### config.mk
export PLATFORM = sky130hd
export DESIGN_NAME = anpg_regs
export DESIGN_NICKNAME = d
export VERILOG_FILES = /design/src/anpg_pkg.sv /design/src/anpg_latch_flag.sv /design/src/anpg_regs.sv /design/src/anpg_test_decode.sv
export VERILOG_INCLUDE_DIRS = /design/src
export SDC_FILE = /design/constraint.sdc
export NUM_CORES = 1
export LEC_CHECK = 0
export BUFFER_PORTS_ARGS = -buffer_cell sky130_fd_sc_hd__buf_4
export CAP_MARGIN = 20
export CORE_MARGIN = 3
export CORE_UTILIZATION = 45
export DETAILED_ROUTE_END_ITERATION = 12
export HOLD_SLACK_MARGIN = 0.1
export PLACE_DENSITY_LB_ADDON = 0.25
export REMOVE_ABC_BUFFERS = 1
export SETUP_SLACK_MARGIN = 0.05
export SLEW_MARGIN = 20
export SYNTH_ARGS = -nofsm -noshare
export SYNTH_HDL_FRONTEND = slang
export SYNTH_HIERARCHICAL = 1
export SYNTH_SLANG_ARGS = --single-unit
### constraint.sdc
create_clock -name i_mclk -period 2.5 [get_ports i_mclk]
set_input_delay 0.375 -clock i_mclk [delete_from_list [all_inputs] [get_ports i_mclk]]
set_output_delay 0.375 -clock i_mclk [all_outputs]
set_load 0.05 [all_outputs]
### src/anpg_params.svh
// Register offsets, field positions, reset values and encodings of the negotiation page bank
`ifndef ANPG_PARAMS_SVH
`define ANPG_PARAMS_SVH

`define ANPG_OFS_PARTNER_BASE 5'h05
`define ANPG_OFS_EXPANSION 5'h06
`define ANPG_OFS_NP_TRANSMIT 5'h07
`define ANPG_OFS_NP_RECEIVED 5'h08
`define ANPG_OFS_GIG_CONTROL 5'h09

`define ANPG_RST_PARTNER_BASE 16'h0000
`define ANPG_RST_EXPANSION 16'h0004
`define ANPG_RST_NP_TRANSMIT 16'h2001
`define ANPG_RST_NP_RECEIVED 16'h2001
`define ANPG_RST_GIG_CONTROL 16'h0300

`define ANPG_NPTX_WR_MASK 16'hb7ff
`define ANPG_GCTL_WR_MASK 16'hff00

`define ANPG_BIT_NEXT_PAGE 15
`define ANPG_BIT_ACK 14
`define ANPG_BIT_REMOTE_FAULT 13
`define ANPG_BIT_ALTERNATING 11

`define ANPG_EXP_PAR_FAULT 4
`define ANPG_EXP_PNPC 3
`define ANPG_EXP_LNPC 2
`define ANPG_EXP_PRCV 1
`define ANPG_EXP_PANC 0

`define ANPG_ABIL_SYM_PAUSE 8'h20
`define ANPG_ABIL_ASYM_PAUSE 8'h40
`define ANPG_SEL_IEEE 5'h01

`define ANPG_GC_TEST_HI 15
`define ANPG_GC_TEST_LO 13
`define ANPG_GC_ROLE_EN 12
`define ANPG_GC_ROLE_VAL 11
`define ANPG_GC_PORT_TYPE 10
`define ANPG_GC_FDX_ADV 9
`define ANPG_GC_HDX_ADV 8

`endif

### src/anpg_pkg.sv
// Types shared by the negotiation page register bank
package anpg_pkg;

  typedef struct packed {
    logic next_page_flag;
    logic ack;
    logic remote_fault_flag;
    logic [7:0] ability_field;
    logic [4:0] selector_field;
  } anpg_base_page_t;

  typedef enum logic [2:0] {
    ANPG_TSEL_NORMAL = 3'h0,
    ANPG_TSEL_WAVEFORM = 3'h1,
    ANPG_TSEL_JITTER_MASTER = 3'h2,
    ANPG_TSEL_JITTER_SLAVE = 3'h3,
    ANPG_TSEL_DISTORTION = 3'h4,
    ANPG_TSEL_RESERVED = 3'h5,
    ANPG_TSEL_CABLE_DIAG = 3'h6,
    ANPG_TSEL_ANALOG_BIST = 3'h7
  } anpg_test_sel_t;

  typedef struct packed {
    logic wr;
    logic rd;
    logic [4:0] addr;
    logic [15:0] wdata;
  } anpg_mgmt_req_t;

  typedef struct packed {
    logic test_active;
    logic cable_diagnostics;
    logic analog_self_test;
    logic role_forced;
    logic role_master;
    logic port_multi;
    logic gig_full_duplex_adv;
    logic gig_half_duplex_adv;
    logic local_next_page_adv;
  } anpg_gig_ctl_t;

endpackage

### src/anpg_latch_flag.sv
// Latch-high status flag cleared by a read; a new event wins over the clear
module anpg_latch_flag (
  // Clock and reset
  input wire logic i_mclk,
  input wire logic i_rst_b,
  // Event and clear
  input wire logic i_set,
  input wire logic i_clr,
  // Flag
  output logic o_flag
);
  always_ff @(posedge i_mclk or negedge i_rst_b)
  begin
    if (!i_rst_b)
      o_flag <= 1'b0;
    else if (i_set)
      o_flag <= 1'b1;
    else if (i_clr)
      o_flag <= 1'b0;
  end
endmodule

### src/anpg_regs.sv
// Negotiation page, expansion, next-page and gigabit control register bank
// Operation
// RULE1 - Partner base page is read-only; writes ignored, last received value returned.
// RULE2 - Partner base page loads straight from received code word fields.
// RULE3 - Bit 14 shows partner acknowledged our code word.
// RULE4 - Bit 13 shows partner remote fault indication.
// RULE5 - Ability field shows symmetric pause 00100000, asymmetric pause 01000000.
// RULE6 - Received selector must match local selector; 00001 is IEEE 802.3.
// RULE7 - Parallel detect fault latches at expansion bit 4 until expansion read.
// RULE8 - Page received latches at expansion bit 1 until expansion read.
// RULE9 - Expansion bit 3 reports partner next-page capability.
// RULE10 - Expansion bit 2 reports local next-page capability, reset 0004.
// RULE11 - Expansion bit 0 reports partner auto-negotiation capability.
// RULE12 - Next-page transmit resets 2001; bits 15,13,12,10:0 writable only.
// RULE13 - Transmit word goes out as next page, toggle bit alternating.
// RULE14 - Received next page captured read-only, same layout, reset 2001.
// RULE15 - Test select 000 normal, 001 to 100 test modes 1-4, 101 reserved.
// RULE16 - Test code 110 starts cable diagnostics, 111 starts analog self-test.
// RULE17 - Manual role enable forces role from bit 11, else ignored.
// RULE18 - Bit 10 sets port type: 0 single, 1 multi.
// RULE19 - Bit 9 advertises gigabit full duplex; forced 1 in converter mode.
// RULE20 - Bit 8 advertises gigabit half duplex; forced 1 in converter; reset 0300.
// RULE21 - Any gigabit advertisement also advertises next page in base page.
// RULE22 - Reserved bits read zero; read-only fields ignore writes.
`include "anpg_params.svh"

module anpg_regs
  import anpg_pkg::*;
(
  // Clock and reset
  input wire logic i_mclk,
  input wire logic i_rst_b,
  // Management register port
  input wire anpg_pkg::anpg_mgmt_req_t i_mgmt,
  output logic [15:0] o_rdata,
  output logic o_rvalid,
  // Negotiation engine events
  input wire logic i_base_page_valid,
  input wire anpg_pkg::anpg_base_page_t i_base_page,
  input wire logic i_next_page_valid,
  input wire logic [15:0] i_next_page_word,
  input wire logic i_parallel_fault,
  input wire logic i_partner_np_capable,
  input wire logic i_partner_an_capable,
  input wire logic i_local_np_capable,
  input wire logic [4:0] i_local_selector,
  input wire logic i_np_sent,
  // Mode
  input wire logic i_converter_mode,
  // Negotiation engine outputs
  output logic [15:0] o_np_tx_word,
  output logic o_selector_match,
  output logic o_sym_pause,
  output logic o_asym_pause,
  output anpg_pkg::anpg_gig_ctl_t o_gig_ctl
);
  anpg_base_page_t partner_q;
  logic [15:0] np_tx_q;
  logic [15:0] np_rx_q;
  logic [15:0] gctl_q;
  logic alt_q;
  logic par_fault_flag;
  logic prcv_flag;
  logic pnpc_q;
  logic panc_q;
  logic lnpc_q;
  logic exp_read;
  logic wr_nptx;
  logic wr_gctl;
  logic [15:0] exp_word;
  logic [15:0] gctl_eff;
  logic test_active;
  logic cable_start;
  logic bist_start;

  assign exp_read = i_mgmt.rd && (i_mgmt.addr == `ANPG_OFS_EXPANSION);
  assign wr_nptx = i_mgmt.wr && (i_mgmt.addr == `ANPG_OFS_NP_TRANSMIT);
  assign wr_gctl = i_mgmt.wr && (i_mgmt.addr == `ANPG_OFS_GIG_CONTROL);

  // Partner base page: only the receive path writes it [RULE1] [RULE2] [RULE3] [RULE4] [RULE5]
  always_ff @(posedge i_mclk or negedge i_rst_b)
  begin
    if (!i_rst_b)
      partner_q <= anpg_base_page_t'(`ANPG_RST_PARTNER_BASE);
    else if (i_base_page_valid)
      partner_q <= i_base_page;
  end

  // Flags read by the engine, registered from the stored partner page
  always_ff @(posedge i_mclk or negedge i_rst_b)
  begin
    if (!i_rst_b)
    begin
      o_selector_match <= 1'b0;
      o_sym_pause <= 1'b0;
      o_asym_pause <= 1'b0;
    end
    else
    begin
      o_selector_match <= (partner_q.selector_field == i_local_selector); // [RULE6]
      o_sym_pause <= |(partner_q.ability_field & `ANPG_ABIL_SYM_PAUSE); // [RULE5]
      o_asym_pause <= |(partner_q.ability_field & `ANPG_ABIL_ASYM_PAUSE); // [RULE5]
    end
  end

  // Sticky expansion flags; an event coinciding with the read survives it
  anpg_latch_flag u_par_fault_flag (
    .i_mclk(i_mclk),
    .i_rst_b(i_rst_b),
    .i_set(i_parallel_fault),
    .i_clr(exp_read),
    .o_flag(par_fault_flag)
  ); // [RULE7]

  anpg_latch_flag u_prcv_flag (
    .i_mclk(i_mclk),
    .i_rst_b(i_rst_b),
    .i_set(i_base_page_valid | i_next_page_valid),
    .i_clr(exp_read),
    .o_flag(prcv_flag)
  ); // [RULE8]

  // Capability levels tracked from the engine
  always_ff @(posedge i_mclk or negedge i_rst_b)
  begin
    if (!i_rst_b)
    begin
      pnpc_q <= 1'b0;
      panc_q <= 1'b0;
      lnpc_q <= 1'b1;
    end
    else
    begin
      pnpc_q <= i_partner_np_capable; // [RULE9]
      panc_q <= i_partner_an_capable; // [RULE11]
      lnpc_q <= i_local_np_capable; // [RULE10]
    end
  end

  always_comb
  begin
    exp_word = 16'h0000; // [RULE22]
    exp_word[`ANPG_EXP_PAR_FAULT] = par_fault_flag; // [RULE7]
    exp_word[`ANPG_EXP_PNPC] = pnpc_q; // [RULE9]
    exp_word[`ANPG_EXP_LNPC] = lnpc_q; // [RULE10]
    exp_word[`ANPG_EXP_PRCV] = prcv_flag; // [RULE8]
    exp_word[`ANPG_EXP_PANC] = panc_q; // [RULE11]
  end

  // Next-page transmit: masked write clears bits 14 and 11 [RULE12] [RULE22]
  always_ff @(posedge i_mclk or negedge i_rst_b)
  begin
    if (!i_rst_b)
      np_tx_q <= `ANPG_RST_NP_TRANSMIT;
    else if (wr_nptx)
      np_tx_q <= i_mgmt.wdata & `ANPG_NPTX_WR_MASK;
  end

  // Alternating bit flips after each page sent; starts so the first page goes out as 0
  always_ff @(posedge i_mclk or negedge i_rst_b)
  begin
    if (!i_rst_b)
      alt_q <= 1'b0;
    else if (i_np_sent)
      alt_q <= ~alt_q; // [RULE13]
  end

  always_ff @(posedge i_mclk or negedge i_rst_b)
  begin
    if (!i_rst_b)
      o_np_tx_word <= `ANPG_RST_NP_TRANSMIT;
    else
    begin
      o_np_tx_word <= np_tx_q; // [RULE13]
      o_np_tx_word[`ANPG_BIT_ALTERNATING] <= alt_q; // [RULE13]
    end
  end

  // Received next page, no management write path [RULE14]
  always_ff @(posedge i_mclk or negedge i_rst_b)
  begin
    if (!i_rst_b)
      np_rx_q <= `ANPG_RST_NP_RECEIVED;
    else if (i_next_page_valid)
      np_rx_q <= i_next_page_word; // [RULE14]
  end

  // Gigabit control, reserved low byte not stored [RULE22]
  always_ff @(posedge i_mclk or negedge i_rst_b)
  begin
    if (!i_rst_b)
      gctl_q <= `ANPG_RST_GIG_CONTROL; // [RULE20]
    else if (wr_gctl)
      gctl_q <= i_mgmt.wdata & `ANPG_GCTL_WR_MASK;
  end

  // Converter mode overrides the stored advertisement; stored value returns on exit
  always_comb
  begin
    gctl_eff = gctl_q;
    if (i_converter_mode)
    begin
      gctl_eff[`ANPG_GC_FDX_ADV] = 1'b1; // [RULE19]
      gctl_eff[`ANPG_GC_HDX_ADV] = 1'b1; // [RULE20]
    end
  end

  anpg_test_decode u_test_decode (
    .i_mclk(i_mclk),
    .i_rst_b(i_rst_b),
    .i_sel(anpg_test_sel_t'(gctl_q[`ANPG_GC_TEST_HI:`ANPG_GC_TEST_LO])), // [RULE15]
    .o_test_active(test_active),
    .o_cable_start(cable_start),
    .o_bist_start(bist_start)
  ); // [RULE16]

  always_ff @(posedge i_mclk or negedge i_rst_b)
  begin
    if (!i_rst_b)
      o_gig_ctl <= '0;
    else
    begin
      o_gig_ctl.test_active <= test_active; // [RULE15]
      o_gig_ctl.cable_diagnostics <= cable_start; // [RULE16]
      o_gig_ctl.analog_self_test <= bist_start; // [RULE16]
      o_gig_ctl.role_forced <= gctl_q[`ANPG_GC_ROLE_EN]; // [RULE17]
      o_gig_ctl.role_master <= gctl_q[`ANPG_GC_ROLE_EN] & gctl_q[`ANPG_GC_ROLE_VAL]; // [RULE17]
      o_gig_ctl.port_multi <= gctl_q[`ANPG_GC_PORT_TYPE]; // [RULE18]
      o_gig_ctl.gig_full_duplex_adv <= gctl_eff[`ANPG_GC_FDX_ADV]; // [RULE19]
      o_gig_ctl.gig_half_duplex_adv <= gctl_eff[`ANPG_GC_HDX_ADV]; // [RULE20]
      o_gig_ctl.local_next_page_adv <=
        gctl_eff[`ANPG_GC_FDX_ADV] | gctl_eff[`ANPG_GC_HDX_ADV]; // [RULE21]
    end
  end

  // Read port, one cycle after the strobe; unmapped offsets return zero
  always_ff @(posedge i_mclk or negedge i_rst_b)
  begin
    if (!i_rst_b)
    begin
      o_rdata <= 16'h0000;
      o_rvalid <= 1'b0;
    end
    else
    begin
      o_rvalid <= i_mgmt.rd;
      if (i_mgmt.rd)
      begin
        case (i_mgmt.addr)
          `ANPG_OFS_PARTNER_BASE: o_rdata <= partner_q; // [RULE1]
          `ANPG_OFS_EXPANSION: o_rdata <= exp_word;
          `ANPG_OFS_NP_TRANSMIT: o_rdata <= {np_tx_q[15:12], alt_q, np_tx_q[10:0]};
          `ANPG_OFS_NP_RECEIVED: o_rdata <= np_rx_q;
          `ANPG_OFS_GIG_CONTROL: o_rdata <= gctl_eff;
          default: o_rdata <= 16'h0000; // [RULE22]
        endcase
      end
    end
  end

  // Partner page never changes from a write
  a_base_ro_write: assert property (@(posedge i_mclk) disable iff (!i_rst_b) // [RULE1]
    (i_mgmt.wr && !i_base_page_valid) |=> $stable(partner_q))
    else $error("partner page changed on write");
  a_base_load: assert property (@(posedge i_mclk) disable iff (!i_rst_b) // [RULE2]
    i_base_page_valid |=> (partner_q == $past(i_base_page)))
    else $error("partner page not loaded");
  a_ack_bit: assert property (@(posedge i_mclk) disable iff (!i_rst_b) // [RULE3]
    (i_base_page_valid && i_base_page.ack) |=> partner_q.ack)
    else $error("ack bit lost");
  a_fault_bit: assert property (@(posedge i_mclk) disable iff (!i_rst_b) // [RULE4]
    i_base_page_valid |=> (partner_q.remote_fault_flag == $past(i_base_page.remote_fault_flag)))
    else $error("remote fault bit wrong");
  a_pause_sym: assert property (@(posedge i_mclk) disable iff (!i_rst_b) // [RULE5]
    partner_q.ability_field[5] |=> o_sym_pause)
    else $error("symmetric pause missed");
  a_pause_asym: assert property (@(posedge i_mclk) disable iff (!i_rst_b) // [RULE5]
    partner_q.ability_field[6] |=> o_asym_pause)
    else $error("asymmetric pause missed");
  a_sel_match: assert property (@(posedge i_mclk) disable iff (!i_rst_b) // [RULE6]
    (partner_q.selector_field != i_local_selector) |=> !o_selector_match)
    else $error("selector mismatch not seen");
  a_fault_latch: assert property (@(posedge i_mclk) disable iff (!i_rst_b) // [RULE7]
    (par_fault_flag && !exp_read) |=> par_fault_flag)
    else $error("fault flag dropped without read");
  a_fault_set: assert property (@(posedge i_mclk) disable iff (!i_rst_b) // [RULE7]
    i_parallel_fault |=> par_fault_flag)
    else $error("fault event lost");
  a_prcv_clear: assert property (@(posedge i_mclk) disable iff (!i_rst_b) // [RULE8]
    (exp_read && !i_base_page_valid && !i_next_page_valid) |=> !prcv_flag)
    else $error("page flag not cleared");
  a_page_set: assert property (@(posedge i_mclk) disable iff (!i_rst_b) // [RULE8]
    (i_base_page_valid || i_next_page_valid) |=> prcv_flag)
    else $error("page event lost");
  a_partner_caps: assert property (@(posedge i_mclk) disable iff (!i_rst_b) // [RULE9] [RULE11]
    1'b1 |=> (pnpc_q == $past(i_partner_np_capable) && panc_q == $past(i_partner_an_capable)))
    else $error("partner capability not tracked");
  a_local_caps: assert property (@(posedge i_mclk) disable iff (!i_rst_b) // [RULE10]
    1'b1 |=> (lnpc_q == $past(i_local_np_capable)))
    else $error("local next page capability not tracked");
  a_nptx_toggle: assert property (@(posedge i_mclk) disable iff (!i_rst_b) // [RULE13]
    i_np_sent |=> ##1 (o_np_tx_word[11] != $past(o_np_tx_word[11])))
    else $error("alternating bit did not flip");
  a_nptx_mask: assert property (@(posedge i_mclk) disable iff (!i_rst_b) // [RULE12]
    wr_nptx |=> (np_tx_q[14] == 1'b0 && np_tx_q[11] == 1'b0))
    else $error("read-only bits written");
  a_nptx_write: assert property (@(posedge i_mclk) disable iff (!i_rst_b) // [RULE12]
    wr_nptx |=> (np_tx_q[15] == $past(i_mgmt.wdata[15]) &&
      np_tx_q[13:12] == $past(i_mgmt.wdata[13:12]) && np_tx_q[10:0] == $past(i_mgmt.wdata[10:0])))
    else $error("writable next page bits not stored");
  a_nprx_load: assert property (@(posedge i_mclk) disable iff (!i_rst_b) // [RULE14]
    i_next_page_valid |=> (np_rx_q == $past(i_next_page_word)))
    else $error("received next page not captured");
  a_nprx_ro: assert property (@(posedge i_mclk) disable iff (!i_rst_b) // [RULE14]
    (i_mgmt.wr && !i_next_page_valid) |=> $stable(np_rx_q))
    else $error("received next page changed on write");
  a_test_idle: assert property (@(posedge i_mclk) disable iff (!i_rst_b) // [RULE15]
    (gctl_q[15:13] == 3'h0 || gctl_q[15:13] == 3'h5) |=> !test_active)
    else $error("test reported on normal or reserved code");
  a_cable_pulse: assert property (@(posedge i_mclk) disable iff (!i_rst_b) // [RULE16]
    o_gig_ctl.cable_diagnostics |=> !o_gig_ctl.cable_diagnostics)
    else $error("cable start longer than one cycle");
  a_bist_pulse: assert property (@(posedge i_mclk) disable iff (!i_rst_b) // [RULE16]
    o_gig_ctl.analog_self_test |=> !o_gig_ctl.analog_self_test)
    else $error("self-test start longer than one cycle");
  a_role_ignore: assert property (@(posedge i_mclk) disable iff (!i_rst_b) // [RULE17]
    !gctl_q[12] |=> !o_gig_ctl.role_master)
    else $error("role forced while disabled");
  a_role_force: assert property (@(posedge i_mclk) disable iff (!i_rst_b) // [RULE17]
    (gctl_q[12] && gctl_q[11]) |=> o_gig_ctl.role_master)
    else $error("master role not forced");
  a_port_type: assert property (@(posedge i_mclk) disable iff (!i_rst_b) // [RULE18]
    1'b1 |=> (o_gig_ctl.port_multi == $past(gctl_q[10])))
    else $error("port type not passed on");
  a_conv_force: assert property (@(posedge i_mclk) disable iff (!i_rst_b) // [RULE19] [RULE20]
    i_converter_mode |=> (o_gig_ctl.gig_full_duplex_adv && o_gig_ctl.gig_half_duplex_adv))
    else $error("converter advertisement not forced");
  a_np_adv: assert property (@(posedge i_mclk) disable iff (!i_rst_b) // [RULE21]
    o_gig_ctl.gig_half_duplex_adv |-> o_gig_ctl.local_next_page_adv)
    else $error("next page not advertised");
  a_np_adv_full: assert property (@(posedge i_mclk) disable iff (!i_rst_b) // [RULE21]
    o_gig_ctl.gig_full_duplex_adv |-> o_gig_ctl.local_next_page_adv)
    else $error("next page not advertised with full duplex");
  a_gctl_reserved: assert property (@(posedge i_mclk) disable iff (!i_rst_b) // [RULE22]
    wr_gctl |=> (gctl_q[15:8] == $past(i_mgmt.wdata[15:8]) && gctl_q[7:0] == 8'h00))
    else $error("gigabit control write stored wrongly");
  a_rd_unmapped: assert property (@(posedge i_mclk) disable iff (!i_rst_b) // [RULE22]
    (i_mgmt.rd && (i_mgmt.addr < 5'h05 || i_mgmt.addr > 5'h09)) |=> (o_rdata == 16'h0000))
    else $error("unmapped read not zero");
endmodule

### src/anpg_test_decode.sv
// Decode of the transmitter test select into start strobes and a test-active flag
module anpg_test_decode
  import anpg_pkg::*;
(
  // Clock and reset
  input wire logic i_mclk,
  input wire logic i_rst_b,
  // Test select
  input wire anpg_pkg::anpg_test_sel_t i_sel,
  // Decoded
  output logic o_test_active,
  output logic o_cable_start,
  output logic o_bist_start
);
  anpg_test_sel_t sel_q;

  always_ff @(posedge i_mclk or negedge i_rst_b)
  begin
    if (!i_rst_b)
      sel_q <= ANPG_TSEL_NORMAL;
    else
      sel_q <= i_sel;
  end

  // Start strobes fire once on entry to a diagnostic code, not every cycle
  always_ff @(posedge i_mclk or negedge i_rst_b)
  begin
    if (!i_rst_b)
    begin
      o_test_active <= 1'b0;
      o_cable_start <= 1'b0;
      o_bist_start <= 1'b0;
    end
    else
    begin
      o_test_active <= (i_sel != ANPG_TSEL_NORMAL) && (i_sel != ANPG_TSEL_RESERVED);
      o_cable_start <= (i_sel == ANPG_TSEL_CABLE_DIAG) && (sel_q != ANPG_TSEL_CABLE_DIAG);
      o_bist_start <= (i_sel == ANPG_TSEL_ANALOG_BIST) && (sel_q != ANPG_TSEL_ANALOG_BIST);
    end
  end
endmodule
=== After elaboration in Yosys (flattened, before gate mapping) ===
Index checks and enable logic that the tools add are counted.

* Bits in registers: 110
* Bits of input ports: 70
* Output and inout port bits: 45
* Logic and storage cells: 62

* Equal/unequal tests: 11
* Muxes and demuxes: 5
* Bitwise logic cells: 4
* Reduce and logical (&&, ||, !) cells: 9

{| class="wikitable"
|+ Operators with widths
! operator !! number
|-
| one-hot mux 16 bit (5 select lines) || 1
|-
| equality test 5 x 3 -> 1 bit (second input constant) || 3
|-
| equality test 5 x 4 -> 1 bit (second input constant) || 2
|-
| != test 3 bit (second input constant) || 3
|-
| equality test 3 bit (second input constant) || 2
|-
| logical AND 1 bit || 6
|-
| equality test 5 bit || 1
|-
| nonzero test 2 bit || 2
|-
| two-way mux 1 bit || 3
|-
| nonzero test 3 bit || 1
|-
| two-way mux 2 bit || 1
|-
| bitwise OR 1 bit || 2
|-
| AND 1 bit || 1
|-
| NOT 1 bit || 1
|}

=== Longest topological paths before layout ===
Gate-level depths: netlist (run 1).

* Word-level depth: 4
* Gate-level depth with buffers: 6
* Gate-level depth less buffers: 5

=== By module ===
The synthesis (run 1) kept the hierarchy.

{| class="wikitable"
|+ By module, submodules not included
! module !! instances !! cells an instance !! area each (sq um) !! sequential area each (sq um)
|-
| anpg_regs || 1 || 281 || 4142.7 || 2563.7
|-
| anpg_test_decode || 1 || 13 || 198.9 || 150.1
|-
| anpg_latch_flag || 2 || 3 || 36.3 || 25.0
|}

=== Least setup slack after synthesis (run 1) ===
No wires, ideal clock.

* Path type: input to register
* Start point: input port i_mgmt[17] (netlist name)
* End point: register gctl_q[10]
* Library setup time: 0.128 ns
* Arrival time: 1.408 ns
* Data required time: 2.372 ns
* Slack: 0.965 ns
* Cell stages on the path: 4
* Path buffers: 1
* Path through: buf_6 > or3b_4 > nor2_8 > mux2_1

* Longest elaborated chain between the ends: 2

{| class="wikitable"
|+ Ends and longest elaborated chain
! item !! RTL line !! RTL
|-
| from (decl) || anpg_regs.sv:34 || <nowiki>input wire anpg_pkg::anpg_mgmt_req_t i_mgmt,</nowiki>
|-
| equality test 5 x 4 -> 1 bit || - ||
|-
| logical AND 1 bit || anpg_regs.sv:78 || <nowiki>assign wr_gctl = i_mgmt.wr && (i_mgmt.addr == `ANPG_OFS_GIG_CONTROL);</nowiki>
|-
| to (signal assigned) || anpg_regs.sv:192 || <nowiki>gctl_q <= `ANPG_RST_GIG_CONTROL;</nowiki>
|-
| to (signal assigned) || anpg_regs.sv:194 || <nowiki>gctl_q <= i_mgmt.wdata & `ANPG_GCTL_WR_MASK;</nowiki>
|-
| to (decl) || anpg_regs.sv:60 || <nowiki>logic [15:0] gctl_q;</nowiki>
|}

Every way passes these cells.
A chain may end at the register's enable or synchronous reset.

=== Worst setup path in the final report (run 1) ===
* Start point: input port i_mgmt[17] (netlist name)
* End point: register np_tx_q[6]

* Longest elaborated chain between the ends: 2

{| class="wikitable"
|+ Ends and longest elaborated chain
! item !! RTL line !! RTL
|-
| equality test 5 x 3 -> 1 bit || - ||
|-
| logical AND 1 bit || anpg_regs.sv:77 || <nowiki>assign wr_nptx = i_mgmt.wr && (i_mgmt.addr == `ANPG_OFS_NP_TRANSMIT);</nowiki>
|-
| to (signal assigned) || anpg_regs.sv:154 || <nowiki>np_tx_q <= `ANPG_RST_NP_TRANSMIT;</nowiki>
|-
| to (signal assigned) || anpg_regs.sv:156 || <nowiki>np_tx_q <= i_mgmt.wdata & `ANPG_NPTX_WR_MASK;</nowiki>
|-
| to (decl) || anpg_regs.sv:58 || <nowiki>logic [15:0] np_tx_q;</nowiki>
|}

Every way passes these cells.

==> results of run 1 <==
worst max-delay path, stage by stage:
cell	delay [ns]
buf_4	0.30
nand3b_1	0.19
nor2_2	0.29
buf_4	0.27
mux2_1	0.34
cell families (layout without fill, tap and decap cells):
family | after synthesis | in the layout
simple gates | 34 | 34
other cells | 1 | 1
xor+xnor | 7 | 7
flops | 110 | 110
compound gates | 37 | 37
buf+inv | 34 | 156
mux | 77 | 77
sequential cells by signal (all words and copies together), names as in the netlist:
| signal | flops |
|---|---|
| panc_q | 1 |
| u_par_fault_flag/o_flag | 1 |
| lnpc_q | 1 |
| gctl_q | 8 |
| partner_q | 16 |
| o_asym_pause | 1 |
| np_rx_q | 16 |
| u_test_decode/o_bist_start | 1 |
| u_test_decode/sel_q | 3 |
| alt_q | 1 |
| o_rvalid | 1 |
| o_gig_ctl | 9 |
| u_test_decode/o_cable_start | 1 |
| u_test_decode/o_test_active | 1 |
| o_selector_match | 1 |
| o_np_tx_word | 15 |
| o_sym_pause | 1 |
| np_tx_q | 14 |
| u_prcv_flag/o_flag | 1 |
| o_rdata | 16 |
| pnpc_q | 1 |
layout make-up:
class | count | area [µm²]
fillers | 790 | 3756
flip-flops and latches | 110 | 2764
multi-input cells | 156 | 1490
repair buffers | 121 | 930.9
well taps | 129 | 161.4
clock buffers | 10 | 127.6
inverters | 19 | 71.32
clock inverters | 6 | 70.07
where the power goes:
part / internal [mW] / switching, mW
logic: 0.338 / 0.510
clock network: 0.475 / 0.601
registers: 2.02 / 0.134
total: 2.84 / 1.25
through the flow:
step	total power, mW	worst slack, ns	hold WS [ns]	instances
2_1_floorplan	2.672	0.9988	0.07941	285
3_3_place_gp	3.029	0.6348	0.2048	531
3_5_place_dp	3.047	0.5782	0.2043	531
4_1_cts	4.142	0.9829	0.1474	551
5_1_grt	4.292	0.8846	0.1573	551
6_report	4.083	0.9818	0.1728	551
Yosys cell counts, types with 2 or more instances:
master / n / area (µm²)
dfrtp_1: 101 / 2527
mux2_2: 32 / 360.4
mux2i_1: 23 / 230.2
mux2_1: 22 / 247.7
inv_1: 19 / 71.32
nor2_1: 10 / 37.54
o22ai_2: 10 / 125.1
dfstp_2: 9 / 236.5
buf_2: 8 / 40.04
o22a_1: 7 / 61.31
o22ai_1: 6 / 37.54
a21oi_1: 4 / 20.02
a221oi_1: 4 / 35.03
xnor2_1: 4 / 35.03
nor3_1: 3 / 15.01
or2_2: 3 / 18.77
xor2_1: 3 / 26.28
a21o_1: 2 / 15.01
and2_1: 2 / 12.51
buf_4: 2 / 15.01
buf_6: 2 / 22.52
clkbuf_1: 2 / 7.510
nand2b_1: 2 / 12.51
nand3_1: 2 / 10.01
nand3b_4: 2 / 40.04
worst max path at each step:
stage	to	cells after the start	start	slack, ns
floorplan	np_tx_q[10]$_DFFE_PN0P_	3	i_mgmt[19]	1.0
global placement	np_tx_q[15]$_DFFE_PN0P_	5	i_mgmt[17]	0.63
detailed placement	np_tx_q[7]$_DFFE_PN0P_	5	i_mgmt[17]	0.58
CTS	o_np_tx_word[0]	1	o_np_tx_word[0]$_DFF_PN1_	0.98
global route	np_tx_q[10]$_DFFE_PN0P_	5	i_mgmt[17]	0.88
finish	np_tx_q[6]$_DFFE_PN0P_	5	i_mgmt[17]	0.98
layer usage:
metal  up-vias  track usage  routed length, µm
li1       1290            -                  -
met1      1392       0.2428               4275
met2        94       0.2786               4445
met3         5      0.05868                659
met4         0      0.05061                 63
met5         -            0                  0
cells in the final DEF (no fill, tap or decap), types with 2 or more instances in the layout:
master and n:
xnor2_1 4, inv_6 3, mux2_1 22, nand3_1 2, a221oi_1 4, mux2i_1 23, a21oi_1 4, clkbuf_8 9
a21o_1 2, nor2_1 10, o22ai_2 10, o22ai_1 6, nand2b_1 2, nand3b_4 2, and2_1 2, xor2_1 3
nor3_1 3, mux2_2 32, o22a_1 7, inv_1 19, dlygate4sd3_1 4, or2_2 3, dfstp_2 9, buf_4 116
dfrtp_1 101
==> impl_metrics.py, run 1 <==
metrics = {
    "drt": {
        "route.detailed.drc": 0,
        "vias": 2781,
        "wl_um": 9443,
        "final_antenna_net_count": 0,
        "dr.pass1.iters": 4,
        "drtIter0Drc": 71,
        "wl_per_cell_um": 17.14,
        "vias_per_cell": 5.047,
    },
    "grt": {
        "grtUsageTotal": 0.1796,
        "grt_overflow": 0,
        "grt_pass1_wl_um": 15240,
        "grt_pass1_vias": 2971,
        "grt_max_degree": 64,
        "antenna_found_initial": 0,
    },
    "worst_hold_path": {
        "min_from": "i_np_sent",
        "min_to": "alt_q$_DFFE_PN0P_",
        "hold_depth": 2,
        "hold_class": "input pin to flop",
    },
    "worst_setup_path": {
        "cp.arrival_ns": 1.78,
        "worstRegToRegCells": 4,
        "r2r-end": "o_rdata[9]$_DFFE_PN0P_",
        "worstPathMaxFanout": 19,
        "r2r_start": "gctl_q[9]$_DFFE_PN1P_",
        "endpoint_kind": "flop",
        "worstSetupPathType": "input pin to flop",
        "startpoint_type": "input pin",
        "critPathRequiredTime_ns": 2.76,
        "rrSetupSlack_ns": 1.32,
    },
    "logic_synthesis": {
        "synth_xor_area_frac": 0.01389,
        "syn_avg_cell_area_um2": 14.71,
        "synthMuxAreaShare": 0.1899,
        "seq_area_frac_synth": 0.6261,
        "synth-simple-area-share": 0.05612,
        "synth_compound_area_frac": 0.07681,
        "syn_inst": 300,
        "synth_edf_count": 0,
        "async_flop_share": 1.000,
        "synth_seq_cells": 110,
        "ys.flop_type": "dfrtp_1",
        "synth_cell_types": 41,
        "yosys_warnings": 6,
        "synthAdderAreaFrac": 0,
        "synth_top_family_by_area": "multiplexers",
        "synth_area_um2": 4414,
    },
    "layout": {
        "syn2layout_area_growth_pct": 27.21,
        "nNetsFinal": 487,
        "utilization": 0.5992,
        "layout-drive-gt1-share": 0.4597,
        "diodes": 0,
        "final_area_um2": 5615,
    },
    "sta": {
        "tns_ns": 0,
        "setup_violations": 0,
        "rsz0062_at_grt": "no",
        "fin_crit_sh": 0.6073,
        "final.min_clock_period_ns": 1.518,
        "relSlewSlack": 0.6490,
        "worst_clock_skew_ns": 0.01361,
        "finalHoldViolCount": 0,
        "slew_violations": 0,
        "tightestPinTransition_ns": 0.5224,
        "fmax_mhz": 658.7,
    },
    "cts": {
        "cts_buffers": 9,
        "cts_resized": 0,
        "clk_latency_ns": 0.38,
        "cts_setup_buffers": 0,
        "cts_root_buf": "clkbuf_8",
        "cts.sinks": 110,
        "h-tree-depth": 3,
        "cts_tree": "built",
        "cts.reportedPaths.clkPinSlew_ns": 0.10,
        "cts_buffer_depth": 2,
        "holdBufCountCts": 4,
    },
    "floorplan": {
        "fp-row-count": 35,
        "core_area_um2": 9371,
        "die_h_um": 105.0,
        "die_w_um": 105.0,
        "die_area_um2": 11030,
        "initial_core_util": 0.4710,
        "top_level_ports": 115,
    },
    "power_and_ir_drop": {
        "p_per_area_nw_per_um2": 727.0,
        "peakVddDrop_mv": 0.3978,
        "p_leak_nw": 2.629,
    },
    "placement": {
        "dpl-instance-area_um2": 5378,
        "portBuffers": 113,
        "place_congestion": 0.7458,
        "dpl.hpwl_um": 6695,
    },
    "run": {
        "maxCapViolCount": 0,
    },
    "status": {
        "status": "finished clean",
    },
}
No activity file was read; power rests on OpenSTA's default activity.
==> inputs of run 2 (changes only) <==
- ABC_AREA: unset -> 1
- clock period: 2.5 -> 1.34 ns (I/O delays scaled with it)
==> run 2 against run 1 <==
  * Critical path type is now flop to output pin
  * Global-route usage up 3.1 points
  * Register-to-register slack worse by 1.1 ns
  * Via count up 28%
  * Combinational power up 110%
  * Count of clock-buffer cells in the layout up 1
  * Critical path depth down 4
  * Largest cell class unchanged
  * Setup slack worse by 0.90 ns
  * Largest power group unchanged
  * Highest routed layer unchanged
  * Worst hold slack worse by 0.056 ns
  * Synthesized area up 3.7%
  * Synthesized cell count up 42%
  * Clock power up 71%
  * Routed wire length up 21%
==> impl_metrics.py, run 2 <==
metrics = {
    "status": {
        "status": "finished clean",
    },
    "floorplan": {
        "die_w_um": 106.8,
        "die_h_um": 106.8,
        "fp-row-count": 36,
        "top_level_ports": 115,
        "die_area_um2": 11410,
        "core_area_um2": 9819,
        "initial_core_util": 0.4660,
    },
    "drt": {
        "dr.pass1.iters": 6,
        "vias_per_cell": 4.849,
        "wl_um": 11380,
        "wl_per_cell_um": 15.53,
        "final_antenna_net_count": 0,
        "drtIter0Drc": 266,
        "route.detailed.drc": 0,
        "vias": 3554,
    },
    "sta": {
        "worst_clock_skew_ns": 0.009605,
        "rsz0062_at_grt": "yes",
        "slew_violations": 0,
        "finalWorstSetupSlack_ns": 0.08338,
        "fmax_mhz": 795.8,
        "final.min_clock_period_ns": 1.257,
        "setup_violations": 0,
        "finalHoldViolCount": 0,
        "fin_crit_sh": 0.9378,
        "tns_ns": 0,
    },
    "worst_setup_path": {
        "cp.arrival_ns": 1.06,
        "startpoint_type": "flop",
        "critPathRequiredTime_ns": 1.14,
        "worstSetupPathType": "flop to output pin",
        "endpoint_kind": "output pin",
        "cp.depth": 1,
        "path_delay_family": "flip-flops",
        "crit_slowest_cell": "dfstp_2",
        "crit_buf_inv": 1,
        "path_cells": "buf_6",
        "worstPathMaxFanout": 1,
        "worstRegToRegCells": 5,
        "slowest_delay_ns": 0.55,
    },
    "layout": {
        "final-seq-area_um2": 2764,
        "syn2layout_area_growth_pct": 37.60,
        "multiInputGateArea_um2": 1569,
        "diodes": 0,
        "layout-drive-gt1-share": 0.3683,
        "reg.largest.list": "np_rx_q: 16 flops, o_rdata: 16 flops, partner_q: 16 flops",
        "final_common_cell": "nand2_1",
        "nFillCells": 800,
        "nNetsFinal": 665,
        "final_cell_mix": "nand2_1, buf_4, dfrtp_1",
        "fin_cells": 733,
    },
    "run": {
        "maxCapViolCount": 0,
    },
    "logic_synthesis": {
        "synth-simple-area-share": 0.2264,
        "synth_edf_count": 0,
        "synth_area_leaders": "dfrtp_1, nand2_1, mux2_2",
        "synth_cell_types": 30,
        "syn_inst": 427,
        "synthMuxAreaShare": 0.06891,
        "yosys_warnings": 6,
        "async_flop_share": 1.000,
        "ys.flop_type": "dfrtp_1",
        "seq_area_frac_synth": 0.6040,
        "synth.most_common_cell": "nand2_1",
        "synthAdderAreaFrac": 0,
        "synth_xor_area_frac": 0.003828,
        "synth_common_cells": "nand2_1, dfrtp_1, mux2_2",
        "synth_area_um2": 4576,
        "synth_largest_area_cell": "dfrtp_1",
        "synth_seq_cells": 110,
        "syn_avg_cell_area_um2": 10.72,
        "synth_compound_area_frac": 0.04293,
        "synth_top_family_by_area": "simple AND/OR/NAND/NOR gates",
        "synth.top_cell.area_share": 0.5524,
    },
    "cts": {
        "cts_buffer_depth": 2,
        "cts_buffers": 9,
        "cts_tree": "built",
        "h-tree-depth": 3,
        "cts.reportedPaths.clkPinSlew_ns": 0.10,
        "clk_latency_ns": 0.36,
        "cts_setup_buffers": 0,
        "cts_root_buf": "clkbuf_8",
        "cts.sinks": 110,
    },
    "grt": {
        "grt_pass1_vias": 3722,
        "antenna_found_initial": 0,
        "grt_max_degree": 65,
        "grtUsageTotal": 0.2108,
        "grt_overflow": 0,
        "grt_pass1_wl_um": 18720,
    },
    "placement": {
        "dpl.hpwl_um": 7514,
        "place_ws_ns": 0.04040,
        "placed_cells": 663,
        "place_congestion": 0.7838,
        "portBuffers": 113,
    },
    "power_and_ir_drop": {
        "swShare": 0.3193,
        "p_int_mw": 5.206,
        "peakVddDrop_mv": 0.6634,
        "p_leak_nw": 3.221,
        "p_per_area_nw_per_um2": 1215,
        "combPwrFrac": 0.230,
        "p_switching_mw": 2.442,
        "power_frac_clock": 0.242,
        "p_seq_frac": 0.528,
    },
    "worst_hold_path": {
        "hold_depth": 3,
        "hold_class": "input pin to flop",
    },
}
==> run 2: changes by cell type after synthesis, sizes merged, moves of 7 or more <==
cell	change
o22a	-7
nand2	+143
o21ai	+28
nand3	+24
o22ai	-15
mux2	-26
mux2i	-23
nand4	+22
==> run 2: power by group through the flow <==
stage	Sequential, mW	Combinational (mW)	Clock [mW]
floorplan	4.60	0.405	0
global placement	4.09	1.61	0
detailed placement	4.10	1.64	0
CTS	4.04	1.77	1.91
global route	4.09	1.88	2.04
finish	4.04	1.76	1.85
==> run 2: layer usage <==
| layer | up-vias | share of wire | GRT usage |
|---|---|---|---|
| met1 | 1698 | 0.41 | 0.2748 |
| met4 | 0 | 0.011 | 0.04475 |
| met3 | 11 | 0.066 | 0.04335 |
| li1 | 1729 | - | - |
| met2 | 116 | 0.51 | 0.3656 |
| met5 | - | 0 | 0 |
==> run 2: final timing paths <==
check | start | end | slack, ns
worst max-delay path | o_np_tx_word[0]$_DFF_PN1_ | o_np_tx_word[0] | 0.08
worst min-delay path | i_mgmt[9] | gctl_q[9]$_DFFE_PN1P_ | 0.12
worst max register to register | gctl_q[9]$_DFFE_PN1P_ | o_rdata[9]$_DFFE_PN0P_ | 0.21
worst min register to register | u_test_decode/o_cable_start$_DFF_PN0_ | o_gig_ctl[7]$_DFF_PN0_ | 0.36
max in group asynchronous | i_rst_b | lnpc_q$_DFF_PN1_ | 0.60
min in group asynchronous | i_rst_b | o_gig_ctl[6]$_DFF_PN0_ | 0.17
==> run 2: per-stage QoR <==
step | total power [mW] | hold slack, ns | cell area [µm²] | utilization
floorplan | 5.005 | -0.09459 | 4425 | -
global placement | 5.694 | 0.01202 | 5565 | 0.5668
CTS | 7.719 | 0.1068 | 6296 | 0.6412
detailed placement | 5.737 | 0.01160 | 5565 | 0.5668
finish | 7.648 | 0.1163 | 6296 | 0.6412
global route | 8.011 | 0.1085 | 6296 | 0.6412
==> run 2: repair_timing <==
item	CTS	global route
hold endpoints to repair	154	0
hold buffers	54	0
setup endpoints to repair	2	2
gates resized for setup	2	0
==> run 2: logic make-up (layout without fill, tap and decap cells) <==
family	Yosys count	in the layout
and+or+nand+nor	212	212
AOI/OAI and AO/OA	30	30
xor gates and xnor gates	2	2
DFF	110	110
other	1	1
buffers and inverters	44	217
muxes	28	28
==> run 2: layout make-up <==
class / instances / share of cell area
Sequential cell: 110 / 0.4390
Multi-Input combinational cell: 273 / 0.2492
Timing Repair Buffer: 177 / 0.2417
Tap cell: 133 / 0.02643
Clock buffer: 11 / 0.02246
Inverter: 24 / 0.01471
Clock inverter: 5 / 0.006558
==> inputs of run 3 (changes only) <==
- HOLD_SLACK_MARGIN: 0.1 -> unset
- clock period: 1.34 -> 1.5 ns (I/O delays scaled with it)
==> run 3 against run 2 <==
  * Flip-flop and latch count stayed put
  * Design area is 8.0% lower
  * Clock skew rose by 0.0028 ns
  * Utilization decreased by 5.1 points
  * Register-to-register slack gained 0.16 ns
  * Power is 11% lower
  * Setup slack improved by 0.098 ns
  * Sequential share of layout area rose by 3.8 points
  * Worst hold slack worse by 0.091 ns
==> impl_metrics.py, run 3 (synthesized netlist as in run 2, its figures left out) <==
metrics = {
    "status": {
        "status": "finished clean",
    },
    "sta": {
        "setup_violations": 0,
        "tns_ns": 0,
        "finalHoldViolCount": 0,
        "relSlewSlack": 0.6658,
        "worst_clock_skew_ns": 0.01236,
        "finalWorstSetupSlack_ns": 0.1810,
        "fmax_mhz": 758.2,
        "tightestPinTransition_ns": 0.4996,
        "final.min_clock_period_ns": 1.319,
        "fin_crit_sh": 0.8793,
        "rsz0062_at_grt": "no",
        "slew_violations": 0,
    },
    "grt": {
        "grt_pass1_wl_um": 17460,
        "grt_max_degree": 32,
        "grtUsageTotal": 0.1972,
        "antenna_found_initial": 0,
        "grt_pass1_vias": 3426,
        "grt_overflow": 0,
    },
    "placement": {
        "portBuffers": 113,
        "dpl.hpwl_um": 7614,
        "place_congestion": 0.7831,
        "place_ws_ns": 0.07476,
    },
    "cts": {
        "cts.reportedPaths.clkPinSlew_ns": 0.10,
        "cts_resized": 0,
        "cts_tree": "built",
        "h-tree-depth": 3,
        "clk_latency_ns": 0.37,
        "cts.sinks": 110,
        "holdBufCountCts": 4,
        "cts_buffers": 9,
        "cts_root_buf": "clkbuf_8",
        "cts_buffer_depth": 2,
        "cts_setup_buffers": 0,
    },
    "worst_setup_path": {
        "rrSetupSlack_ns": 0.37,
        "path_delay_family": "flip-flops",
        "slowest_delay_ns": 0.55,
        "path_cells": "buf_4",
        "endpoint_kind": "output pin",
        "startpoint_type": "flop",
        "crit_slowest_cell": "dfstp_2",
        "worstPathMaxFanout": 1,
        "crit_buf_inv": 1,
        "crit_path_start": "o_np_tx_word[0]$_DFF_PN1_",
        "cp.depth": 1,
        "critPathCapture": "o_np_tx_word[0]",
        "worstSetupPathType": "flop to output pin",
        "cp.arrival_ns": 1.09,
        "r2r_start": "gctl_q[9]$_DFFE_PN1P_",
        "critPathRequiredTime_ns": 1.27,
        "r2r-end": "o_rdata[9]$_DFFE_PN0P_",
        "worstRegToRegCells": 5,
    },
    "drt": {
        "wl_um": 10860,
        "dr.pass1.iters": 4,
        "drtIter0Drc": 114,
        "vias": 3406,
        "route.detailed.drc": 0,
        "vias_per_cell": 4.987,
        "wl_per_cell_um": 15.90,
        "final_antenna_net_count": 0,
    },
    "layout": {
        "final_cell_mix": "nand2_1, buf_4, dfrtp_1",
        "final_common_cell": "nand2_1",
        "nFillCells": 853,
        "reg.largest.list": "np_rx_q: 16 flops, o_rdata: 16 flops, partner_q: 16 flops",
        "syn2layout_area_growth_pct": 26.63,
        "diodes": 0,
        "layout-drive-gt1-share": 0.4036,
        "nNetsFinal": 615,
    },
    "worst_hold_path": {
        "min_from": "i_np_sent",
        "hold_class": "input pin to flop",
    },
    "power_and_ir_drop": {
        "p_leak_nw": 3.021,
        "p_total_mw": 6.778,
        "p_per_area_nw_per_um2": 1170,
        "peakVddDrop_mv": 0.5786,
    },
    "floorplan": {
        "die_h_um": 106.8,
        "die_w_um": 106.8,
        "top_level_ports": 115,
        "initial_core_util": 0.4660,
        "die_area_um2": 11410,
        "fp-row-count": 36,
        "core_area_um2": 9819,
    },
    "run": {
        "maxCapViolCount": 0,
    },
}
run 3: cell count changes in the layout (fill, tap and decap cells not counted), moves of 2 or more:
| cell | before | now |
|---|---|---|
| buf_4 | 117 | 119 |
| buf_6 | 2 | 0 |
| clkinv_4 | 0 | 2 |
| clkinvlp_4 | 2 | 0 |
| dlygate4sd3_1 | 54 | 4 |
run 3: worst min path at each step:
| stage | to | cells after the start |
|---|---|---|
| after global placement | o_gig_ctl[7]$_DFF_PN0_ | 1 |
| after floorplan | alt_q$_DFFE_PN0P_ | 0 |
| after CTS | alt_q$_DFFE_PN0P_ | 2 |
| final | alt_q$_DFFE_PN0P_ | 2 |
| after global routing | alt_q$_DFFE_PN0P_ | 2 |
| after detailed placement | o_gig_ctl[6]$_DFF_PN0_ | 1 |
run 3: layer usage:
metal  up-vias  track usage  share of wire
li1       1623            -              -
met1      1654       0.2673           0.42
met2       118       0.3287           0.50
met3        11      0.03913          0.063
met4         0      0.04749          0.014
met5         -            0              0
run 3: metrics by stage:
stage                     std cells  instance area (µm²)  hold WS [ns]  utilization
after floorplan                 407                 4425      -0.07059            -
after global placement          663                 5565        0.1776       0.5668
after detailed placement        663                 5565        0.1820       0.5668
after CTS                       683                 5794       0.01290       0.5901
after global routing            683                 5794       0.01350       0.5901
final                           683                 5794       0.02562       0.5901
run 3: final cells by class:
type / count / area (µm²) / area share
clock inverters: 6 / 51.30 / 0.008853
clock buffers: 10 / 137.6 / 0.02375
well taps: 133 / 166.4 / 0.02872
repair buffers: 127 / 1013 / 0.1749
multi-input cells: 273 / 1569 / 0.2708
flip-flops and latches: 110 / 2764 / 0.4770
inverters: 24 / 92.59 / 0.01598
run 3: power by group:
group	switching [mW]	total, mW	internal (mW)
clock network	1.03	1.71	0.678
logic	0.940	1.46	0.524
registers	0.236	3.61	3.37
total	2.21	6.78	4.57
